## src/mixer_regs_pkg.sv

```systemverilog
// Purpose: constants for the mixer register bank and audio 2 dma control
// Assumes: host reaches the bank through base offsets 4 (index), 5 (data)
// Notes: volume aliases share storage between legacy and extended indices
// Overview of operation
// - request select bits 1:0 choose dma pair
// - control 2 bit 5 enables chosen pair
// - transfer bit 0 enables channel, zeros play
// - transfer bit 1 enables requests; both start
// - clear then set 1:0 restarts count
// - auto-init bit 4; clearing stops after block
// - transfer bits 7:6 give burst length
// - control 2 bits 2:0 stereo, signed, width
// - control 2 bit 7 set when count done
// - count reloads two's complement; rollover interrupts
// - reading offset E clears audio interrupt
// - offset C reports fifo empty flag
// - writing 3 to offset 6 resets, empties fifo
// - playback fifo holds 32 words
// - index at offset 4, data at offset 5
// - any write to index 00h resets mixer
// - legacy volume writes clear bits 0,4; read ones
// - extended volume aliases give full eight bits
// - legacy mic write expands bits 2:1
// - legacy mic read returns bits 3,2 and one
// - index 1Ah gives direct mic volume
// - legacy record source decode, bit 0 quirk
package mixer_regs_pkg;
  localparam logic [3:0] port_reset = 4'h6;
  localparam logic [3:0] port_index = 4'h4;
  localparam logic [3:0] port_data = 4'h5;
  localparam logic [3:0] port_fifo_status = 4'hC;
  localparam logic [3:0] port_irq_status = 4'hE;
  localparam logic [3:0] port_fifo_data = 4'hF;
  localparam logic [7:0] sw_reset_value = 8'h03;
  localparam int fifo_flush_bit = 1;
  localparam logic [7:0] idx_reset = 8'h00;
  localparam logic [7:0] idx_play_leg = 8'h04;
  localparam logic [7:0] idx_mic_leg = 8'h0A;
  localparam logic [7:0] idx_rec_leg = 8'h0C;
  localparam logic [7:0] idx_play_ext = 8'h14;
  localparam logic [7:0] idx_mic_ext = 8'h1A;
  localparam logic [7:0] idx_rec_ext = 8'h1C;
  localparam logic [7:0] idx_main_leg = 8'h22;
  localparam logic [7:0] idx_synth_leg = 8'h26;
  localparam logic [7:0] idx_cd_leg = 8'h28;
  localparam logic [7:0] idx_line_leg = 8'h2E;
  localparam logic [7:0] idx_main_ext = 8'h32;
  localparam logic [7:0] idx_synth_ext = 8'h36;
  localparam logic [7:0] idx_cd_ext = 8'h38;
  localparam logic [7:0] idx_line_ext = 8'h3E;
  localparam logic [7:0] idx_rate = 8'h70;
  localparam logic [7:0] idx_filter = 8'h72;
  localparam logic [7:0] idx_count_lo = 8'h74;
  localparam logic [7:0] idx_count_hi = 8'h75;
  localparam logic [7:0] idx_xfer = 8'h78;
  localparam logic [7:0] idx_format = 8'h7A;
  localparam logic [7:0] idx_ch2_vol = 8'h7C;
  localparam logic [7:0] idx_req_cfg = 8'h7D;
  localparam logic [7:0] idx_irq_ctl = 8'h7F;
  // legacy volume mask: bits 0 and 4
  localparam logic [7:0] legacy_mask = 8'h11;
  localparam logic [7:0] mic_level_0 = 8'h00;
  localparam logic [7:0] mic_level_1 = 8'h55;
  localparam logic [7:0] mic_level_2 = 8'hAA;
  localparam logic [7:0] mic_level_3 = 8'hFF;
  localparam logic [7:0] zero_byte = 8'h00;
  localparam int xfer_enable_bit = 0;
  localparam int xfer_dma_bit = 1;
  localparam int xfer_auto_bit = 4;
  localparam int fmt_16bit_bit = 0;
  localparam int fmt_signed_bit = 1;
  localparam int fmt_stereo_bit = 2;
  localparam int fmt_pair_en_bit = 5;
  localparam int fmt_done_bit = 7;
  localparam int irq_ch2_en_bit = 6;
  localparam int irq_ch2_pend_bit = 7;
  typedef enum logic [1:0] {
    src_mic, src_cd_aux, src_line, src_mixer
  } rec_source_e;
endpackage : mixer_regs_pkg

```

## src/mixer_regs_audio2_dma_ctrl.sv

```systemverilog
// Purpose: host-visible mixer registers plus audio 2 playback dma engine
// Assumes: host strobes are single-cycle and synchronous to core_clk
// Notes: dma pairs use one request and one active-high acknowledge each
`timescale 1ns/10ps
module mixer_regs_audio2_dma_ctrl #(
  parameter int fifo_depth = 32, // playback words
  parameter int word_width = 16 // bits per fifo word
) (
  input wire logic core_clk, // device clock
  input wire logic rst, // async reset, active high
  input wire logic [3:0] host_addr, // offset from audio base
  input wire logic host_wr, // write strobe, one cycle
  input wire logic host_rd, // read strobe, one cycle
  input wire logic [7:0] host_wdata, // write data
  output logic [7:0] host_rdata, // read data, valid cycle after rd
  input wire logic [3:0] dma_ack, // acknowledges of pairs a..d
  output logic [3:0] dma_req, // requests of pairs a..d
  input wire logic [7:0] dma_data, // byte from system dma
  input wire logic sample_tick, // converter sample clock pulse
  output logic [word_width-1:0] dac_sample, // sample to converter
  output logic irq_out, // audio 2 interrupt level
  output logic fifo_empty, // playback fifo empty
  output logic ch1_mix_enable, // first channel input to mixer
  output logic [1:0] rec_source, // selected record source
  output logic [2:0] fmt_mode // stereo, signed, 16-bit
);
  localparam int ptr_w = $clog2(fifo_depth);
  typedef struct packed {
    logic [7:0] index;
    logic [7:0] play_vol, mic_vol, rec_src, main_vol, synth_vol;
    logic [7:0] cd_vol, line_vol, rate, filter, cnt_lo, cnt_hi;
    logic [7:0] xfer, fmt, ch2_vol, req_cfg, irq_ctl;
    logic [15:0] count;
    logic [ptr_w:0] wr_ptr, rd_ptr;
    logic [7:0] low_byte;
    logic half;
    logic [3:0] burst;
    logic run;
    logic [7:0] rdata;
    logic [3:0] req;
    logic [word_width-1:0] sample;
    logic ch1_en;
    logic irq;
    logic empty;
    logic [1:0] src;
  } state_s;
  state_s cur, next_st;
  logic [word_width-1:0] fifo_mem [fifo_depth];
  logic [ptr_w:0] level;
  logic f_empty, f_full, acked, push, pop, wr_data, rd_data;
  logic [3:0] burst_len;
  logic room;
  logic [2:0] mic_rd;

  // fifo occupancy and port decode
  assign level = cur.wr_ptr - cur.rd_ptr;
  assign f_empty = (level == '0);
  assign f_full = (level == (ptr_w+1)'(fifo_depth));
  assign acked = |(dma_ack & cur.req);
  // room for a whole burst, counted as if every byte took a word
  assign room = ({1'b0, level} + (ptr_w+2)'(burst_len))
                <= (ptr_w+2)'(fifo_depth);
  assign wr_data = host_wr && host_addr == mixer_regs_pkg::port_data;
  assign rd_data = host_rd && host_addr == mixer_regs_pkg::port_data;
  assign push = acked && (cur.half || !cur.fmt[mixer_regs_pkg::fmt_16bit_bit])
                && !f_full;
  assign pop = sample_tick && !f_empty
               && cur.xfer[mixer_regs_pkg::xfer_enable_bit];
  assign mic_rd = {cur.mic_vol[3], cur.mic_vol[2], 1'b1};

  // burst length from transfer type
  always_comb begin
    case (cur.xfer[7:6])
      2'b00: burst_len = 4'h1;
      2'b01: burst_len = 4'h2;
      2'b10: burst_len = 4'h4;
      default: burst_len = 4'h8;
    endcase
  end

  // fifo storage, written by dma
  always_ff @(posedge core_clk) begin
    if (push) begin
      fifo_mem[cur.wr_ptr[ptr_w-1:0]] <= cur.fmt[0] ?
        word_width'({dma_data, cur.low_byte}) :
        word_width'({dma_data, 8'h00});
    end
  end

  // record source decode from the extended view
  function automatic logic [1:0] decode_src(input logic [2:0] s);
    if (!s[1]) decode_src = mixer_regs_pkg::src_mic;
    else if (!s[2]) decode_src = mixer_regs_pkg::src_cd_aux;
    else if (!s[0]) decode_src = mixer_regs_pkg::src_line;
    else decode_src = mixer_regs_pkg::src_mixer;
  endfunction : decode_src

  // next state of the whole bank
  always_comb begin
    next_st = cur;
    if (host_wr && host_addr == mixer_regs_pkg::port_index) begin
      next_st.index = host_wdata;
    end
    if (wr_data) begin
      case (cur.index)
        mixer_regs_pkg::idx_reset: begin
          next_st = '0;
          next_st.index = cur.index;
          next_st.wr_ptr = cur.wr_ptr;
          next_st.rd_ptr = cur.rd_ptr;
          next_st.ch1_en = cur.ch1_en;
        end
        mixer_regs_pkg::idx_play_leg:
          next_st.play_vol = host_wdata & ~mixer_regs_pkg::legacy_mask;
        mixer_regs_pkg::idx_main_leg:
          next_st.main_vol = host_wdata & ~mixer_regs_pkg::legacy_mask;
        mixer_regs_pkg::idx_synth_leg:
          next_st.synth_vol = host_wdata & ~mixer_regs_pkg::legacy_mask;
        mixer_regs_pkg::idx_cd_leg:
          next_st.cd_vol = host_wdata & ~mixer_regs_pkg::legacy_mask;
        mixer_regs_pkg::idx_line_leg:
          next_st.line_vol = host_wdata & ~mixer_regs_pkg::legacy_mask;
        mixer_regs_pkg::idx_play_ext: next_st.play_vol = host_wdata;
        mixer_regs_pkg::idx_main_ext: next_st.main_vol = host_wdata;
        mixer_regs_pkg::idx_synth_ext: next_st.synth_vol = host_wdata;
        mixer_regs_pkg::idx_cd_ext: next_st.cd_vol = host_wdata;
        mixer_regs_pkg::idx_line_ext: next_st.line_vol = host_wdata;
        mixer_regs_pkg::idx_mic_leg: begin
          case (host_wdata[2:1])
            2'b00: next_st.mic_vol = mixer_regs_pkg::mic_level_0;
            2'b01: next_st.mic_vol = mixer_regs_pkg::mic_level_1;
            2'b10: next_st.mic_vol = mixer_regs_pkg::mic_level_2;
            default: next_st.mic_vol = mixer_regs_pkg::mic_level_3;
          endcase
        end
        mixer_regs_pkg::idx_mic_ext: next_st.mic_vol = host_wdata;
        mixer_regs_pkg::idx_rec_leg:
          next_st.rec_src = {5'h00, host_wdata[2:1], 1'b0};
        mixer_regs_pkg::idx_rec_ext: next_st.rec_src = host_wdata;
        mixer_regs_pkg::idx_rate: next_st.rate = host_wdata;
        mixer_regs_pkg::idx_filter: next_st.filter = host_wdata;
        mixer_regs_pkg::idx_count_lo: next_st.cnt_lo = host_wdata;
        mixer_regs_pkg::idx_count_hi: next_st.cnt_hi = host_wdata;
        mixer_regs_pkg::idx_xfer: next_st.xfer = host_wdata;
        mixer_regs_pkg::idx_format: // done bit is hardware-owned
          next_st.fmt = {cur.fmt[7], host_wdata[6:0]};
        mixer_regs_pkg::idx_ch2_vol: next_st.ch2_vol = host_wdata;
        mixer_regs_pkg::idx_req_cfg: next_st.req_cfg = host_wdata;
        mixer_regs_pkg::idx_irq_ctl:
          next_st.irq_ctl = {cur.irq_ctl[7], host_wdata[6:0]};
        default: ;
      endcase
    end
    // starting with 1:0 both set reloads the count
    if (wr_data && cur.index == mixer_regs_pkg::idx_xfer
        && host_wdata[1:0] == 2'b11 && cur.xfer[1:0] != 2'b11) begin
      next_st.count = {cur.cnt_hi, cur.cnt_lo};
      next_st.run = 1'b1;
      next_st.fmt[mixer_regs_pkg::fmt_done_bit] = 1'b0;
    end
    if (wr_data && cur.index == mixer_regs_pkg::idx_xfer
        && host_wdata[1:0] != 2'b11) begin
      next_st.run = 1'b0;
    end
    // byte moved on an acknowledge; count up toward zero
    if (acked) begin
      // demand mode keeps the request up for the rest of the burst
      if (cur.burst > 4'h1 && cur.count != 16'hFFFF) begin
        next_st.req = cur.req;
      end else begin
        next_st.req = 4'h0;
      end
      if (cur.fmt[mixer_regs_pkg::fmt_16bit_bit]) begin
        next_st.half = ~cur.half;
        next_st.low_byte = dma_data;
      end
      next_st.burst = cur.burst - 4'h1;
      next_st.count = cur.count + 16'h0001;
      if (cur.count == 16'hFFFF) begin
        next_st.fmt[mixer_regs_pkg::fmt_done_bit] = 1'b1;
        next_st.irq_ctl[mixer_regs_pkg::irq_ch2_pend_bit] = 1'b1;
        next_st.count = {cur.cnt_hi, cur.cnt_lo};
        next_st.run = cur.xfer[mixer_regs_pkg::xfer_auto_bit];
      end
    end
    // request the chosen pair while room and enabled
    if (!acked && cur.req == 4'h0 && cur.run
        && cur.xfer[mixer_regs_pkg::xfer_dma_bit]
        && cur.xfer[mixer_regs_pkg::xfer_enable_bit]
        && cur.fmt[mixer_regs_pkg::fmt_pair_en_bit]
        && room) begin
      next_st.req = 4'h1 << cur.req_cfg[1:0];
      next_st.burst = burst_len;
    end
    // a standing request falls as soon as its enables go away
    if (!next_st.run || !next_st.xfer[mixer_regs_pkg::xfer_dma_bit]
        || !next_st.xfer[mixer_regs_pkg::xfer_enable_bit]
        || !next_st.fmt[mixer_regs_pkg::fmt_pair_en_bit]) begin
      next_st.req = 4'h0;
    end
    if (cur.burst == 4'h0 || cur.burst > burst_len) begin
      next_st.burst = burst_len;
    end
    if (push) next_st.wr_ptr = cur.wr_ptr + 1'b1;
    // empty fifo plays zeros once enabled
    if (sample_tick && cur.xfer[mixer_regs_pkg::xfer_enable_bit]) begin
      next_st.sample = f_empty ? '0 : fifo_mem[cur.rd_ptr[ptr_w-1:0]];
    end
    if (pop) next_st.rd_ptr = cur.rd_ptr + 1'b1;
    // software reset port, mixer registers untouched
    if (host_wr && host_addr == mixer_regs_pkg::port_reset
        && host_wdata[0]) begin
      next_st.ch1_en = 1'b0;
      next_st.run = 1'b0;
      next_st.req = 4'h0;
      next_st.half = 1'b0;
      if (host_wdata[mixer_regs_pkg::fifo_flush_bit]) begin
        next_st.rd_ptr = next_st.wr_ptr;
      end
    end
    // read data of each port
    next_st.rdata = cur.rdata;
    if (host_rd) begin
      case (host_addr)
        mixer_regs_pkg::port_index: next_st.rdata = cur.index;
        mixer_regs_pkg::port_fifo_status:
          next_st.rdata = {7'h00, f_empty};
        mixer_regs_pkg::port_irq_status: begin
          next_st.rdata = {cur.irq_ctl[7], 7'h00};
          next_st.irq_ctl[mixer_regs_pkg::irq_ch2_pend_bit] = 1'b0;
          if (acked && cur.count == 16'hFFFF) begin
            next_st.irq_ctl[mixer_regs_pkg::irq_ch2_pend_bit] = 1'b1;
          end
        end
        mixer_regs_pkg::port_data: begin
          case (cur.index)
            mixer_regs_pkg::idx_play_leg:
              next_st.rdata = cur.play_vol | mixer_regs_pkg::legacy_mask;
            mixer_regs_pkg::idx_main_leg:
              next_st.rdata = cur.main_vol | mixer_regs_pkg::legacy_mask;
            mixer_regs_pkg::idx_synth_leg:
              next_st.rdata = cur.synth_vol | mixer_regs_pkg::legacy_mask;
            mixer_regs_pkg::idx_cd_leg:
              next_st.rdata = cur.cd_vol | mixer_regs_pkg::legacy_mask;
            mixer_regs_pkg::idx_line_leg:
              next_st.rdata = cur.line_vol | mixer_regs_pkg::legacy_mask;
            mixer_regs_pkg::idx_play_ext: next_st.rdata = cur.play_vol;
            mixer_regs_pkg::idx_main_ext: next_st.rdata = cur.main_vol;
            mixer_regs_pkg::idx_synth_ext: next_st.rdata = cur.synth_vol;
            mixer_regs_pkg::idx_cd_ext: next_st.rdata = cur.cd_vol;
            mixer_regs_pkg::idx_line_ext: next_st.rdata = cur.line_vol;
            mixer_regs_pkg::idx_mic_leg:
              next_st.rdata = {5'h00, mic_rd};
            mixer_regs_pkg::idx_mic_ext: next_st.rdata = cur.mic_vol;
            mixer_regs_pkg::idx_rec_leg:
              next_st.rdata = {5'h00, cur.rec_src[2:1], 1'b1};
            mixer_regs_pkg::idx_rec_ext: next_st.rdata = cur.rec_src;
            mixer_regs_pkg::idx_rate: next_st.rdata = cur.rate;
            mixer_regs_pkg::idx_filter: next_st.rdata = cur.filter;
            mixer_regs_pkg::idx_count_lo: next_st.rdata = cur.cnt_lo;
            mixer_regs_pkg::idx_count_hi: next_st.rdata = cur.cnt_hi;
            mixer_regs_pkg::idx_xfer: next_st.rdata = cur.xfer;
            mixer_regs_pkg::idx_format: next_st.rdata = cur.fmt;
            mixer_regs_pkg::idx_ch2_vol: next_st.rdata = cur.ch2_vol;
            mixer_regs_pkg::idx_req_cfg: next_st.rdata = cur.req_cfg;
            mixer_regs_pkg::idx_irq_ctl: next_st.rdata = cur.irq_ctl;
            default: next_st.rdata = mixer_regs_pkg::zero_byte;
          endcase
        end
        default: next_st.rdata = mixer_regs_pkg::zero_byte;
      endcase
    end
    // registered copies of the level outputs
    next_st.irq = next_st.irq_ctl[mixer_regs_pkg::irq_ch2_pend_bit]
                  & next_st.irq_ctl[mixer_regs_pkg::irq_ch2_en_bit];
    next_st.empty = (next_st.wr_ptr == next_st.rd_ptr);
    next_st.src = decode_src(next_st.rec_src[2:0]);
  end

  // state register
  always_ff @(posedge core_clk or posedge rst) begin
    if (rst) begin
      cur <= '0;
      cur.ch1_en <= 1'b1;
      cur.empty <= 1'b1;
    end else begin
      cur <= next_st;
    end
  end

  // outputs, all from registered state
  assign host_rdata = cur.rdata;
  assign dma_req = cur.req;
  assign dac_sample = cur.sample;
  assign irq_out = cur.irq;
  assign fifo_empty = cur.empty;
  assign ch1_mix_enable = cur.ch1_en;
  assign rec_source = cur.src;
  assign fmt_mode = cur.fmt[2:0];
endmodule : mixer_regs_audio2_dma_ctrl

```

## config.mk

```make
export PLATFORM = sky130hd
export DESIGN_NAME = mixer_regs_audio2_dma_ctrl
export DESIGN_NICKNAME = d
export VERILOG_FILES = /design/src/mixer_regs_pkg.sv /design/src/mixer_regs_audio2_dma_ctrl.sv
export SDC_FILE = /design/constraint.sdc
export NUM_CORES = 1
export LEC_CHECK = 0
export BUFFER_PORTS_ARGS = -buffer_cell sky130_fd_sc_hd__buf_2
export CORE_MARGIN = 4
export CORE_UTILIZATION = 65
export CTS_CLUSTER_DIAMETER = 40
export DETAILED_ROUTE_END_ITERATION = 16
export PLACE_DENSITY_LB_ADDON = 0.2
export SLEW_MARGIN = 40
export SYNTH_ARGS = -nofsm -noshare
export SYNTH_HDL_FRONTEND = slang
export SYNTH_SLANG_ARGS = --single-unit
```

## constraint.sdc

```tcl
create_clock -name core_clk -period 10.8 [get_ports core_clk]
set_clock_uncertainty 0.15 [all_clocks]
set_input_delay 2.16 -clock core_clk [delete_from_list [all_inputs] [get_ports core_clk]]
set_output_delay 2.16 -clock core_clk [all_outputs]
set_load 0.05 [all_outputs]
```

==> impl_metrics.toml <==
[run_status]
outcome = "finished clean"

[cells_and_area]
fin_util = 0.748
finalNetCount = 2145
stdcell_area_sq_um = 35000
syn2layout_area_growth_pct = 13.4
drive_above_1_share = 0.229

[synthesis]
synth_seq_area_share = 0.669
avgSynthCellArea_sq_um = 15.0
synth.top_cells.by_area = "edfxtp_1 50%, dfrtp_1 17%, mux4_2 12%"
synth_nets = 2110
syn_inst = 2058
ys.flop_type = "edfxtp_1"
ys_seq_elements = 723
synth_edf_count = 512
yosys_warnings = 0
syn_area_sq_um = 30900
async_flop_share = 0.292
synth.top_cell.area_share = 0.498
yosys-top-cells-count = "512 x edfxtp_1, 302 x nand2_1, 209 x dfrtp_1"
synth_most_common_cell = "edfxtp_1"
synth.largest_area_cell = "edfxtp_1"
ys_types = 81

[floorplan]
ios = 65
rows = 79
die_y_um = 226
die_area_sq_um = 51000
die_x_um = 226
coreArea_sq_um = 46800
initial_utilization = 0.660

[place]
placed_area_sq_um = 31700
port-buffer-count = 64
gp_congestion = 0.943
dp_hpwl_um = 49000

[critical_path]
end_kind = "flip-flop"
arrival_ns = 4.70
critPathMaxStageDelay_ns = 0.67
path_cells = "buf_2 -> and4bb_2 -> nand2_1 -> nor2_2 -> nor2_1 -> nand2_1 -> o21ai_0 -> a22oi_1 -> o21ai_0"
cp_max_fo = 12
crit_path_start_kind = "input port"
r2r-start = "cur[49]$_DFF_PP0_"
r2r_slack_ns = 6.46
critical_path_class = "input port to flip-flop"
cp_slowest_cell = "nor2_2"
crit_required_ns = 11.15
rr_worst_depth = 13
rr_endpoint = "cur[34]$_DFFE_PP0P_"

[clock_network]
ctsLongestPathBuffers = 3
post_cts_resized = 0
post-cts-setup-buffer-count = 0
cts_root_buf = "clkbuf_16"
clock-sinks = 723
cts_buffers = 90
clock_latency_ns = 0.65
cts.clk_slew.worst_paths_ns = 0.06
h-tree-depth = 3
cts_tree = "built"
postCtsHoldBufs = 0

[timing]
finalSetupViolCount = 0
hold_ws_ns = 0.334
fin_setup_tns_ns = 0
hold_violations = 0
max_freq_mhz = 230
grt_setup_unrepaired = "false"
slew_viol_final = 0
relSlewSlack = 0.404
fin_crit_ns = 4.35
worstMarginPinSlew_ns = 0.886
min_period_over_period = 0.402

[detailed_routing]
routed_wl_um = 83600
drt_iter0_markers = 2348
routed_via_density = 6.96
wl_per_cell_um = 30.1
postRouteAntennaNets = 0
vias = 19300
first_pass_iters = 5
drc = 0

[run]
drv_cap = 0

[min_path]
min_from = "ch1_mix_enable$_DFFE_PP1P_"
hold_end = "ch1_mix_enable$_DFFE_PP1P_"
whs_path_depth = 1
hp-class = "flip-flop to flip-flop"

[pwr]
ir_drop_mv = 0.172
power_density_nw_per_um2 = 193
p_leak_nw = 13.1

[global_routing]
grt_pass1_vias = 19400
grt_max_degree = 103
grt_overflow_total = 0
grt_pass1_wl_um = 126000
grtUsageTotal = 0.336
antenna_found_initial = 2
cell families after synthesis:
| family | count (synthesis) | synth area share |
|---|---|---|
| mux | 202 | 0.131 |
| buf+inv | 187 | 0.0279 |
| xor+xnor | 17 | 0.00624 |
| compound gates | 342 | 0.0716 |
| fa+ha+maj | 23 | 0.00981 |
| simple gates | 564 | 0.0840 |
| flops | 723 | 0.669 |
area by class of cell:
class                   count  area, sq um
diodes                      1         2.50
clock buffers             101         2330
multi-input cells        1148         9630
fillers                  2684        11800
clock inverters            64          843
repair buffers             99          629
well taps                 607          759
flip-flops and latches    723        20700
inverters                  31          124
cells in the final DEF, fill, tap and decap left out, types with 19 or more instances in the layout:
cell type and count:
inv_1 28, clkbuf_16 91, a22oi_1 56, and2_1 19, mux2i_1 29, nor2_4 26
ha_1 21, nand2_1 299, and3_1 20, a21oi_1 40, nor2_1 61, edfxtp_1 512
dfrtp_1 206, nand3_1 28, mux4_2 160, buf_4 29, buf_2 63, o21ai_0 155
flip-flops by register name, summed over array words and instances (netlist names):
signal	cells
host_rdata	8
cur	175
dac_sample	16
irq_out	1
fifo_mem	512
fmt_mode	3
fifo_empty	1
rec_source	2
dma_req	4
ch1_mix_enable	1
per-layer routing:
layer  share of wire  vias to the layer above  GRT usage
met3            0.10                      237     0.0747
met4           0.053                        2      0.156
met1            0.36                     9814      0.462
met2            0.48                     1295      0.525
li1                -                     7955          -
met5         0.00016                        -          0
stage by stage:
| step | setup slack, ns | std cells | total power, mW |
|---|---|---|---|
| 3_3_place_gp | 5.71 | 2606 | 3.64 |
| 4_1_cts | 6.29 | 2772 | 6.77 |
| 3_5_place_dp | 5.66 | 2607 | 3.66 |
| 2_1_floorplan | 2.73 | 2058 | 3.49 |
| 5_1_grt | 6.26 | 2774 | 6.95 |
| 6_report | 6.45 | 2774 | 6.76 |
how the worst max path moves through the flow:
| stage | slack (ns) | startpoint | end |
|---|---|---|---|
| after global routing | 6.26 | cur[49]$_DFF_PP0_ | cur[34]$_DFFE_PP0P_ |
| after CTS | 6.29 | cur[50]$_DFF_PP0_ | fifo_mem[20][5]$_DFFE_PP_ |
| after global placement | 5.71 | host_addr[3] | cur[73]$_DFFE_PP0P_ |
| final | 6.45 | host_addr[3] | cur[64]$_DFFE_PP0P_ |
| after detailed placement | 5.66 | dma_ack[2] | fifo_mem[5][7]$_DFFE_PP_ |
| after floorplan | 2.73 | rst | cur[102]$_DFFE_PP0P_ |
where the power goes:
group	internal, mW	switching, mW
Combinational	0.237	0.326
Clock	1.87	1.27
Sequential	2.99	0.0696
critical path, delay by kind of cell:
| kind | cells | cell delay, ns |
|---|---|---|
| AO/OA/AOI/OAI | 3 | 0.48 |
| AND/OR/NAND/NOR | 5 | 1.87 |
| buffers and inverters | 1 | 0.17 |
No activity file was read; power rests on OpenSTA's default activity.
